`src/rtl/xfer_ctl_pkg.sv`:
```
// constants and carrier types for the two-channel transfer controller control block
package xfer_ctl_pkg;

    localparam int NCH = 2;

    // ------------------------------------------------------------------
    // register byte offsets
    // ------------------------------------------------------------------
    localparam logic [11:0] IRQ_MASK_SET_OFS = 12'h018;
    localparam logic [11:0] IRQ_MASK_CLEAR_OFS = 12'h01C;
    localparam logic [11:0] IRQ_MASK_VIEW_OFS = 12'h020;
    localparam logic [11:0] IRQ_FLAG_VIEW_OFS = 12'h024;
    localparam logic [11:0] CHAN_START_CTL_OFS = 12'h028;
    localparam logic [11:0] CHAN_STOP_CTL_OFS = 12'h02C;
    localparam logic [11:0] CHAN_STATE_VIEW_OFS = 12'h030;
    localparam logic [11:0] SRC_POINTER0_OFS = 12'h03C;
    localparam logic [11:0] DST_POINTER0_OFS = 12'h040;
    localparam logic [11:0] LIST_POINTER0_OFS = 12'h044;
    localparam logic [11:0] SRC_POINTER1_OFS = 12'h064;
    localparam logic [11:0] DST_POINTER1_OFS = 12'h068;
    localparam logic [11:0] LIST_POINTER1_OFS = 12'h06C;

    // ------------------------------------------------------------------
    // field positions (low bit of each two-channel group)
    // ------------------------------------------------------------------
    localparam int BLOCK_DONE_POS = 0;
    localparam int CHAIN_DONE_POS = 8;
    localparam int BUS_FAULT_POS = 16;
    localparam int CHAN_ON_POS = 0;
    localparam int CHAN_FREEZE_POS = 8;
    localparam int CHAN_RELEASE_POS = 24;
    localparam int CHAN_OFF_POS = 0;
    localparam int CHAN_CONTINUE_POS = 8;
    localparam int FIFO_DRAINED_POS = 16;
    localparam int HALTED_FLAG_POS = 24;
    localparam int LIST_PORT_SEL_POS = 0;
    localparam logic [1:0] LIST_PORT0 = 2'h0;

    // ------------------------------------------------------------------
    // reset values
    // ------------------------------------------------------------------
    localparam logic [31:0] IRQ_MASK_RESET = 32'h0000_0000;
    localparam logic [31:0] CHAN_STATE_RESET = 32'h00FF_0000;
    localparam logic [31:0] POINTER_RESET = 32'h0000_0000;

    // ------------------------------------------------------------------
    // carriers between this block and the transfer engine
    // ------------------------------------------------------------------
    typedef struct packed {
        logic [NCH-1:0] block_done;
        logic [NCH-1:0] chain_done;
        logic [NCH-1:0] bus_fault;
        logic [NCH-1:0] halt_req;
        logic [NCH-1:0] fifo_empty;
        logic [NCH-1:0] engine_idle;
    } engine_evt_t;

    typedef struct packed {
        logic [NCH-1:0] chan_on;
        logic [NCH-1:0] chan_freeze;
        logic [NCH-1:0] halted_flag;
        logic [NCH-1:0] abort;
        logic [NCH-1:0] list_fetch_en;
    } engine_ctl_t;

endpackage : xfer_ctl_pkg

```
`src/rtl/xfer_ctl.sv`:
```
// apb register front end and channel control of the two-channel transfer controller
`timescale 1ns/1ps

module xfer_ctl (
    input wire logic CLK,
    input wire logic RESETN,
    input wire logic PSEL,
    input wire logic PENABLE,
    input wire logic PWRITE,
    input wire logic [11:0] PADDR,
    input wire logic [31:0] PWDATA,
    output logic [31:0] PRDATA,
    output logic PREADY,
    output logic PSLVERR,
    input wire xfer_ctl_pkg::engine_evt_t EVT,
    output xfer_ctl_pkg::engine_ctl_t CTL,
    output logic [xfer_ctl_pkg::NCH-1:0][31:0] SOURCE_POINTER,
    output logic [xfer_ctl_pkg::NCH-1:0][31:0] TARGET_POINTER,
    output logic [xfer_ctl_pkg::NCH-1:0][31:0] NEXT_ITEM_POINTER,
    output logic IRQ
);

    localparam int N = xfer_ctl_pkg::NCH;

    // ------------------------------------------------------------------
    // apb access decode
    // ------------------------------------------------------------------
    logic [31:0] prdata_reg;
    logic pready_reg;
    logic pslverr_reg;
    logic setup_cyc;
    logic wr_fire;
    logic rd_fire;
    logic hit;
    logic [31:0] rd_value;

    assign setup_cyc = PSEL && !PENABLE;
    assign wr_fire = PSEL && PENABLE && pready_reg && PWRITE;
    assign rd_fire = PSEL && PENABLE && pready_reg && !PWRITE;

    function automatic logic wr_at(input logic [11:0] ofs, input logic fire, input logic [11:0] a);
        wr_at = fire && (a == ofs);
    endfunction : wr_at

    logic [31:0] wmask_set;
    logic [31:0] wmask_clr;
    logic [31:0] wstart;
    logic [31:0] wstop;

    assign wmask_set = wr_at(xfer_ctl_pkg::IRQ_MASK_SET_OFS, wr_fire, PADDR) ? PWDATA : 32'h0000_0000;
    assign wmask_clr = wr_at(xfer_ctl_pkg::IRQ_MASK_CLEAR_OFS, wr_fire, PADDR) ? PWDATA : 32'h0000_0000;
    assign wstart = wr_at(xfer_ctl_pkg::CHAN_START_CTL_OFS, wr_fire, PADDR) ? PWDATA : 32'h0000_0000;
    assign wstop = wr_at(xfer_ctl_pkg::CHAN_STOP_CTL_OFS, wr_fire, PADDR) ? PWDATA : 32'h0000_0000;

    // ------------------------------------------------------------------
    // per-channel command fields
    // ------------------------------------------------------------------
    logic [N-1:0] cmd_on;
    logic [N-1:0] cmd_freeze;
    logic [N-1:0] cmd_release;
    logic [N-1:0] cmd_off;
    logic [N-1:0] cmd_continue;

    assign cmd_on = wstart[xfer_ctl_pkg::CHAN_ON_POS +: N];
    assign cmd_freeze = wstart[xfer_ctl_pkg::CHAN_FREEZE_POS +: N];
    assign cmd_release = wstart[xfer_ctl_pkg::CHAN_RELEASE_POS +: N];
    assign cmd_off = wstop[xfer_ctl_pkg::CHAN_OFF_POS +: N];
    assign cmd_continue = wstop[xfer_ctl_pkg::CHAN_CONTINUE_POS +: N];

    // ------------------------------------------------------------------
    // interrupt mask
    // ------------------------------------------------------------------
    logic [N-1:0] mask_blk_reg;
    logic [N-1:0] mask_chn_reg;
    logic [N-1:0] mask_flt_reg;

    always_ff @(posedge CLK or negedge RESETN) begin
        if (!RESETN) begin
            mask_blk_reg <= '0;
            mask_chn_reg <= '0;
            mask_flt_reg <= '0;
        end else begin
            // ones set or clear, zeros leave the bit alone
            mask_blk_reg <= (mask_blk_reg | wmask_set[xfer_ctl_pkg::BLOCK_DONE_POS +: N])
                & ~wmask_clr[xfer_ctl_pkg::BLOCK_DONE_POS +: N];
            mask_chn_reg <= (mask_chn_reg | wmask_set[xfer_ctl_pkg::CHAIN_DONE_POS +: N])
                & ~wmask_clr[xfer_ctl_pkg::CHAIN_DONE_POS +: N];
            mask_flt_reg <= (mask_flt_reg | wmask_set[xfer_ctl_pkg::BUS_FAULT_POS +: N])
                & ~wmask_clr[xfer_ctl_pkg::BUS_FAULT_POS +: N];
        end
    end

    // ------------------------------------------------------------------
    // event flags, cleared by reading the flag view; a new event wins
    // ------------------------------------------------------------------
    logic [N-1:0] flag_blk_reg;
    logic [N-1:0] flag_chn_reg;
    logic [N-1:0] flag_flt_reg;
    logic flag_rd;

    assign flag_rd = rd_fire && (PADDR == xfer_ctl_pkg::IRQ_FLAG_VIEW_OFS);

    always_ff @(posedge CLK or negedge RESETN) begin
        if (!RESETN) begin
            flag_blk_reg <= '0;
            flag_chn_reg <= '0;
            flag_flt_reg <= '0;
        end else begin
            flag_blk_reg <= (flag_rd ? '0 : flag_blk_reg) | EVT.block_done;
            flag_chn_reg <= (flag_rd ? '0 : flag_chn_reg) | EVT.chain_done;
            flag_flt_reg <= (flag_rd ? '0 : flag_flt_reg) | EVT.bus_fault;
        end
    end

    logic irq_reg;

    always_ff @(posedge CLK or negedge RESETN) begin
        if (!RESETN) begin
            irq_reg <= 1'b0;
        end else begin
            irq_reg <= |((flag_blk_reg & mask_blk_reg) | (flag_chn_reg & mask_chn_reg)
                | (flag_flt_reg & mask_flt_reg));
        end
    end

    // ------------------------------------------------------------------
    // channel state
    // ------------------------------------------------------------------
    logic [N-1:0] on_reg;
    logic [N-1:0] freeze_reg;
    logic [N-1:0] halted_reg;
    logic [N-1:0] abort_reg;
    logic [N-1:0] drained_reg;
    logic [N-1:0] fetch_en_reg;
    logic [N-1:0] off_done;

    // a disable completes only once the engine has dropped its bus access
    assign off_done = abort_reg & EVT.engine_idle;

    always_ff @(posedge CLK or negedge RESETN) begin
        if (!RESETN) begin
            on_reg <= '0;
            abort_reg <= '0;
        end else begin
            abort_reg <= (abort_reg | (cmd_off & on_reg)) & ~off_done;
            on_reg <= (on_reg | (cmd_on & ~abort_reg)) & ~off_done;
        end
    end

    always_ff @(posedge CLK or negedge RESETN) begin
        if (!RESETN) begin
            freeze_reg <= '0;
        end else begin
            freeze_reg <= (freeze_reg | (cmd_freeze & on_reg)) & ~cmd_continue & ~off_done;
        end
    end

    always_ff @(posedge CLK or negedge RESETN) begin
        if (!RESETN) begin
            halted_reg <= '0;
        end else begin
            halted_reg <= (halted_reg & ~cmd_release & ~off_done) | (EVT.halt_req & on_reg);
        end
    end

    always_ff @(posedge CLK or negedge RESETN) begin
        if (!RESETN) begin
            drained_reg <= xfer_ctl_pkg::CHAN_STATE_RESET[xfer_ctl_pkg::FIFO_DRAINED_POS +: N];
        end else begin
            drained_reg <= EVT.fifo_empty;
        end
    end

    always_ff @(posedge CLK or negedge RESETN) begin
        if (!RESETN) begin
            fetch_en_reg <= '0;
        end else begin
            // chain end stops further descriptor fetches until re-enabled
            fetch_en_reg <= (fetch_en_reg | (cmd_on & ~abort_reg)) & ~EVT.chain_done & ~off_done;
        end
    end

    // ------------------------------------------------------------------
    // channel pointers
    // ------------------------------------------------------------------
    logic [N-1:0][31:0] src_reg;
    logic [N-1:0][31:0] dst_reg;
    logic [N-1:0][31:0] list_reg;
    logic [11:0] src_ofs [N];
    logic [11:0] dst_ofs [N];
    logic [11:0] list_ofs [N];

    assign src_ofs[0] = xfer_ctl_pkg::SRC_POINTER0_OFS;
    assign src_ofs[1] = xfer_ctl_pkg::SRC_POINTER1_OFS;
    assign dst_ofs[0] = xfer_ctl_pkg::DST_POINTER0_OFS;
    assign dst_ofs[1] = xfer_ctl_pkg::DST_POINTER1_OFS;
    assign list_ofs[0] = xfer_ctl_pkg::LIST_POINTER0_OFS;
    assign list_ofs[1] = xfer_ctl_pkg::LIST_POINTER1_OFS;

    always_ff @(posedge CLK or negedge RESETN) begin
        if (!RESETN) begin
            src_reg <= {N{xfer_ctl_pkg::POINTER_RESET}};
            dst_reg <= {N{xfer_ctl_pkg::POINTER_RESET}};
            list_reg <= {N{xfer_ctl_pkg::POINTER_RESET}};
        end else begin
            for (int i = 0; i < N; i++) begin
                if (wr_at(src_ofs[i], wr_fire, PADDR)) begin
                    src_reg[i] <= PWDATA;
                end
                if (wr_at(dst_ofs[i], wr_fire, PADDR)) begin
                    dst_reg[i] <= PWDATA;
                end
                if (wr_at(list_ofs[i], wr_fire, PADDR)) begin
                    list_reg[i] <= PWDATA;
                end
            end
        end
    end

    // ------------------------------------------------------------------
    // read mux and apb answer
    // ------------------------------------------------------------------
    always_comb begin
        rd_value = 32'h0000_0000;
        hit = 1'b1;
        unique case (PADDR)
            xfer_ctl_pkg::IRQ_MASK_SET_OFS,
            xfer_ctl_pkg::IRQ_MASK_CLEAR_OFS,
            xfer_ctl_pkg::CHAN_START_CTL_OFS,
            xfer_ctl_pkg::CHAN_STOP_CTL_OFS: begin
                rd_value = 32'h0000_0000;
            end
            xfer_ctl_pkg::IRQ_MASK_VIEW_OFS: begin
                rd_value[xfer_ctl_pkg::BLOCK_DONE_POS +: N] = mask_blk_reg;
                rd_value[xfer_ctl_pkg::CHAIN_DONE_POS +: N] = mask_chn_reg;
                rd_value[xfer_ctl_pkg::BUS_FAULT_POS +: N] = mask_flt_reg;
            end
            xfer_ctl_pkg::IRQ_FLAG_VIEW_OFS: begin
                rd_value[xfer_ctl_pkg::BLOCK_DONE_POS +: N] = flag_blk_reg;
                rd_value[xfer_ctl_pkg::CHAIN_DONE_POS +: N] = flag_chn_reg;
                rd_value[xfer_ctl_pkg::BUS_FAULT_POS +: N] = flag_flt_reg;
            end
            xfer_ctl_pkg::CHAN_STATE_VIEW_OFS: begin
                // unused empty positions read one, matching the reset image
                rd_value = xfer_ctl_pkg::CHAN_STATE_RESET;
                rd_value[xfer_ctl_pkg::CHAN_ON_POS +: N] = on_reg;
                rd_value[xfer_ctl_pkg::CHAN_FREEZE_POS +: N] = freeze_reg;
                rd_value[xfer_ctl_pkg::FIFO_DRAINED_POS +: N] = drained_reg;
                rd_value[xfer_ctl_pkg::HALTED_FLAG_POS +: N] = halted_reg;
            end
            default: begin
                hit = 1'b0;
                for (int i = 0; i < N; i++) begin
                    if (PADDR == src_ofs[i]) begin
                        rd_value = src_reg[i];
                        hit = 1'b1;
                    end
                    if (PADDR == dst_ofs[i]) begin
                        rd_value = dst_reg[i];
                        hit = 1'b1;
                    end
                    if (PADDR == list_ofs[i]) begin
                        rd_value = list_reg[i];
                        hit = 1'b1;
                    end
                end
            end
        endcase
    end

    // the answer is prepared in the setup cycle, so every access ends after one access cycle
    always_ff @(posedge CLK or negedge RESETN) begin
        if (!RESETN) begin
            pready_reg <= 1'b0;
            pslverr_reg <= 1'b0;
            prdata_reg <= 32'h0000_0000;
        end else begin
            pready_reg <= setup_cyc;
            pslverr_reg <= setup_cyc && !hit;
            prdata_reg <= (setup_cyc && !PWRITE && hit) ? rd_value : 32'h0000_0000;
        end
    end

    // ------------------------------------------------------------------
    // outputs
    // ------------------------------------------------------------------
    assign PRDATA = prdata_reg;
    assign PREADY = pready_reg;
    assign PSLVERR = pslverr_reg;
    assign IRQ = irq_reg;
    assign CTL = '{chan_on: on_reg, chan_freeze: freeze_reg, halted_flag: halted_reg, abort: abort_reg,
                   list_fetch_en: fetch_en_reg};
    assign SOURCE_POINTER = src_reg;
    assign TARGET_POINTER = dst_reg;
    assign NEXT_ITEM_POINTER = list_reg;

    // ------------------------------------------------------------------
    // checks
    // ------------------------------------------------------------------
    mask_set_a: assert property (@(posedge CLK) disable iff (!RESETN)
        (wmask_set[xfer_ctl_pkg::BLOCK_DONE_POS] && !wmask_clr[xfer_ctl_pkg::BLOCK_DONE_POS])
        |=> mask_blk_reg[0])
        else $error("mask set write did not enable source");

    mask_clear_a: assert property (@(posedge CLK) disable iff (!RESETN)
        wmask_clr[xfer_ctl_pkg::BUS_FAULT_POS + 1] |=> !mask_flt_reg[1])
        else $error("mask clear write did not disable source");

    mask_hold_a: assert property (@(posedge CLK) disable iff (!RESETN)
        (wmask_set == 32'h0000_0000 && wmask_clr == 32'h0000_0000) |=> $stable(mask_chn_reg))
        else $error("mask changed without a one written");

    flag_catch_a: assert property (@(posedge CLK) disable iff (!RESETN)
        EVT.block_done[0] |=> flag_blk_reg[0])
        else $error("buffer finish flag lost");

    irq_follow_a: assert property (@(posedge CLK) disable iff (!RESETN)
        ((flag_blk_reg & mask_blk_reg) != '0) |=> IRQ)
        else $error("interrupt missing for enabled flag");

    irq_quiet_a: assert property (@(posedge CLK) disable iff (!RESETN)
        ((flag_blk_reg & mask_blk_reg) == '0 && (flag_chn_reg & mask_chn_reg) == '0
        && (flag_flt_reg & mask_flt_reg) == '0) |=> !IRQ)
        else $error("interrupt without enabled flag");

    chan_enable_a: assert property (@(posedge CLK) disable iff (!RESETN)
        (cmd_on[0] && !abort_reg[0]) |=> on_reg[0])
        else $error("channel not enabled by start write");

    freeze_set_a: assert property (@(posedge CLK) disable iff (!RESETN)
        (cmd_freeze[0] && on_reg[0] && !cmd_continue[0] && !off_done[0]) |=> freeze_reg[0])
        else $error("channel not frozen");

    stall_release_a: assert property (@(posedge CLK) disable iff (!RESETN)
        (cmd_release[0] && !EVT.halt_req[0]) |=> !halted_reg[0])
        else $error("stall not released");

    disable_hold_a: assert property (@(posedge CLK) disable iff (!RESETN)
        (abort_reg[0] && !EVT.engine_idle[0]) |=> on_reg[0] && abort_reg[0])
        else $error("channel left before engine idle");

    fetch_stop_a: assert property (@(posedge CLK) disable iff (!RESETN)
        EVT.chain_done[0] |=> !fetch_en_reg[0] ##1 (!fetch_en_reg[0] || $past(cmd_on[0])))
        else $error("list fetch still enabled after chain end");

    apb_answer_a: assert property (@(posedge CLK) disable iff (!RESETN)
        setup_cyc |=> PREADY ##1 !PREADY)
        else $error("apb answer not one cycle after setup");

endmodule : xfer_ctl

```
`config.mk`:
```
export PLATFORM = sky130hd
export DESIGN_NAME = xfer_ctl
export DESIGN_NICKNAME = d
export VERILOG_FILES = /design/src/rtl/xfer_ctl_pkg.sv /design/src/rtl/xfer_ctl.sv
export SDC_FILE = /design/constraint.sdc
export NUM_CORES = 1
export LEC_CHECK = 0
export ABC_CLOCK_PERIOD_IN_PS = 4000
export BUFFER_PORTS_ARGS = -buffer_cell sky130_fd_sc_hd__buf_2
export CAP_MARGIN = 20
export CORE_ASPECT_RATIO = 0.7
export CORE_MARGIN = 2
export CORE_UTILIZATION = 57
export DETAILED_ROUTE_END_ITERATION = 8
export HOLD_SLACK_MARGIN = 0.15
export PLACE_DENSITY = 0.82
export SKIP_CTS_REPAIR_TIMING = 1
export SLEW_MARGIN = 25
export SYNTH_ARGS = -nofsm -noshare
export SYNTH_HDL_FRONTEND = slang
export SYNTH_SLANG_ARGS = --single-unit
```
`constraint.sdc`:
```
create_clock -name CLK -period 4 [get_ports CLK]
set_input_delay 0.8 -clock CLK [delete_from_list [all_inputs] [get_ports CLK]]
set_output_delay 0.8 -clock CLK [all_outputs]
set_load 0.05 [all_outputs]
```
==> summary.txt <==
Power and ir drop
  • Peak VDD IR: 0.276 mV
  • LEAKAGE: 0.00765 uW
  • Combinational share of power: 0.046
  • Flop pwr share: 0.498
  • Clk pwr share: 0.456
  • Pint: 3950 uW
  • PD cells: 363 nW/um^2
  • Net Sw Power: 1160 uW
  • Switch share: 0.226

Logic synthesis
  • Main synth FF type: dfrtp_1
  • Post-Synthesis Cell Area: 11,500 sq um
  • Synth top area share: 0.541
  • Post-synthesis cell count: 921
  • Post-synth EDFFs: 0
  • Mapped Nets: 982
  • Syn_area_per_cell: 12.5 sq um
  • Synth unique cells: 52
  • Yosys warns: 0
  • Sequential share of the synthesized area: 0.545
  • Flops & latches, synth: 251
  • Area contributors post-synth: dfrtp_1, mux2_2, mux2i_1
  • Post-synth ARST share: 1.00
  • Leading area contributor after synthesis: dfrtp_1

Floorplanning
  • Die area: 21,400 sq um
  • Core box area: 19,800 sq um
  • Row cnt: 43
  • I/O Pins: 298
  • Initial core utilization: 0.582
  • Die Span Y: 123 microns
  • Die width: 174 microns

Worst setup path
  • Worst r2r dst: SOURCE_POINTER[8]
  • WS Path Type: input pin to flip-flop
  • Crit start category: input pin
  • Reg2reg setup slack: 1.69 ns
  • Worst setup EP type: flip-flop
  • CP arrival: 3.35 ns
  • CP max stage delay: 0.89 ns
  • Cell depth of the worst flop-to-flop path: 5
  • Ordered cell list for the critical path: buf_2, and2_1, buf_4, nand3_1, or3_2, mux2_1
  • Crit-path slowest cell: or3_2
  • Req. time, crit path: 4.40 ns
  • CP Max Fanout: 32
  • Reg-to-reg critical path startpoint: PREADY

Hold path
  • HP Class: input pin to asynchronous set/reset pin

Global route
  • Initial antenna violation count: 2
  • Largest net degree at the start of global routing: 107
  • Gr usage total: 0.322
  • Congestion Overflow GR: 0
  • First-pass GRT wire length: 52.2 mm
  • Vias in the first global route: 8,768

Timing
  • Tmin final: 2.95 ns
  • Final Max Tran Viols: 0
  • Clk_skew: 0.0122 ns
  • Setup TNS: 0 ns
  • Upper clock frequency limit: 339 MHz
  • Part of the cycle the worst path needs: 0.737
  • Final setup violation count: 0
  • Final Worst Setup Slack: 1.05 ns
  • Slew @ Worst Pin: 1.02 ns
  • RSZ-0062 raised after global routing: false
  • Max_slew headroom: 0.319
  • Final Hold Vio Count: 0

Clock tree
  • Reg clk slew, reported paths: 0.07 ns
  • CTS Root Cell: clkbuf_16
  • H-tree levels: 1
  • Clk_lat worst skew: 0.52 ns
  • CTS Buffer Depth: 3
  • Num CTS Buffers: 24
  • CTS tree: done
  • Clock sinks: 251

Route
  • Routed WL: 34.9 mm
  • Routed Antenna Nets: 0
  • Wire per inst: 23.4 microns
  • Vias: 8,979
  • DR iter-0 viols: 754
  • Drc violations: 0
  • Pre-antenna DRT Iters: 6
  • Via density: 6.03

Placement
  • Post-Place Setup Slack: 0.586 ns
  • Final RePlAce weighted congestion: 0.865
  • Inst Count DP: 1,446
  • Post-DP Area: 13,300 sq um
  • # port buffers: 297
  • Placed wire-length estimate: 23.6 mm

Run
  • # Max-Cap Violations: 0

Final layout
  • Share of layout cells above drive strength 1: 0.484
  • Fillers: 1,512
  • P&R area growth vs syn: 22.1%
  • Commonest cells after routing, fill and taps aside: buf_2, dfrtp_1, mux2_2
  • Final core occ: 0.710
  • Design Area, Final: 14,100 sq um
  • Antenna Diode Count: 0
  • Fin cells: 1,490
  • Most common cell after layout, fill and taps aside: buf_2
  • Nets: 1,263

Outcome
  • Outcome: finished, final reports clean
## kinds of logic after synthesis
logic type / synth area share
buffers and inverters: 0.0369
muxes: 0.246
AOI/OAI and AO/OA: 0.0955
and+or+nand+nor: 0.0765
DFF: 0.545
## cell usage after synthesis (2+ instances only)
| master | n |
|---|---|
| and3b_1 | 2 |
| buf_1 | 9 |
| o31ai_1 | 2 |
| o21ai_0 | 21 |
| a22oi_1 | 11 |
| or3_1 | 2 |
| nand3b_1 | 2 |
| nand2b_1 | 8 |
| nor3b_1 | 4 |
| dlygate4sd1_1 | 2 |
| nand4_1 | 3 |
| dfstp_2 | 2 |
| mux2i_1 | 60 |
| clkbuf_1 | 41 |
| mux2_2 | 197 |
| clkbuf_8 | 5 |
| nor4_1 | 2 |
| a2bb2oi_1 | 18 |
| dfrtp_1 | 249 |
| nor2b_1 | 20 |
| a21o_1 | 6 |
| buf_6 | 2 |
| inv_1 | 19 |
| a32o_1 | 2 |
| nor2_1 | 61 |
| a211oi_1 | 3 |
| o22ai_1 | 17 |
| o22a_1 | 14 |
| buf_2 | 6 |
| nand2_1 | 16 |
| nor3_1 | 11 |
| a221oi_1 | 10 |
| a31oi_1 | 19 |
| nor3_2 | 10 |
| or2_1 | 2 |
| a21oi_1 | 36 |
| nand3_1 | 9 |
| or2_2 | 4 |
## stage by stage
stage	hold WS, ns	total power (uW)
6_report	0.330	5100
3_3_place_gp	0.481	2820
2_1_floorplan	0.466	2680
4_1_cts	0.370	5120
3_5_place_dp	0.495	2820
5_1_grt	0.360	5250
## cell type report
cell class / count / area, sq um / share of cell area
inverters: 19 / 71.3 / 0.00507
flip-flops and latches: 251 / 6280 / 0.447
multi-input cells: 584 / 4840 / 0.344
well taps: 270 / 338 / 0.0240
repair buffers: 322 / 1720 / 0.122
clock buffers: 31 / 688 / 0.0489
clock inverters: 13 / 118 / 0.00836
## power groups by stage
stage	logic, uW	clock network (uW)	registers (uW)
floorplan	81.4	0	2600
global placement	229	0	2590
detailed placement	232	0	2590
CTS	234	2340	2540
global route	256	2450	2540
finish	235	2320	2540
## worst max-delay path, delay by kind of cell
kind | cells | cell delay (ns)
buf+inv | 2 | 0.75
mux | 1 | 0.47
simple gates | 3 | 1.31
## how the worst max path moves through the flow
| stage | startpoint | end | depth (start not counted) |
|---|---|---|---|
| final | PADDR[2] | SOURCE_POINTER[8] | 6 |
| after global routing | PADDR[2] | SOURCE_POINTER[8] | 6 |
| after global placement | PADDR[9] | PRDATA[10] | 6 |
| after floorplan | PADDR[9] | PRDATA[30] | 8 |
| after CTS | PADDR[2] | SOURCE_POINTER[8] | 6 |
| after detailed placement | PADDR[2] | SOURCE_POINTER[8] | 6 |
## routing by layer
layer | GRT usage | wire [microns] | vias up
met1 | 0.441 | 14500 | 4530
met4 | 0.0956 | 1010 | 2
met3 | 0.0987 | 3520 | 76
li1 | - | - | 3923
met5 | 0 | 12 | -
met2 | 0.503 | 15900 | 448
Note: power is estimated with default switching activity, not from simulation.
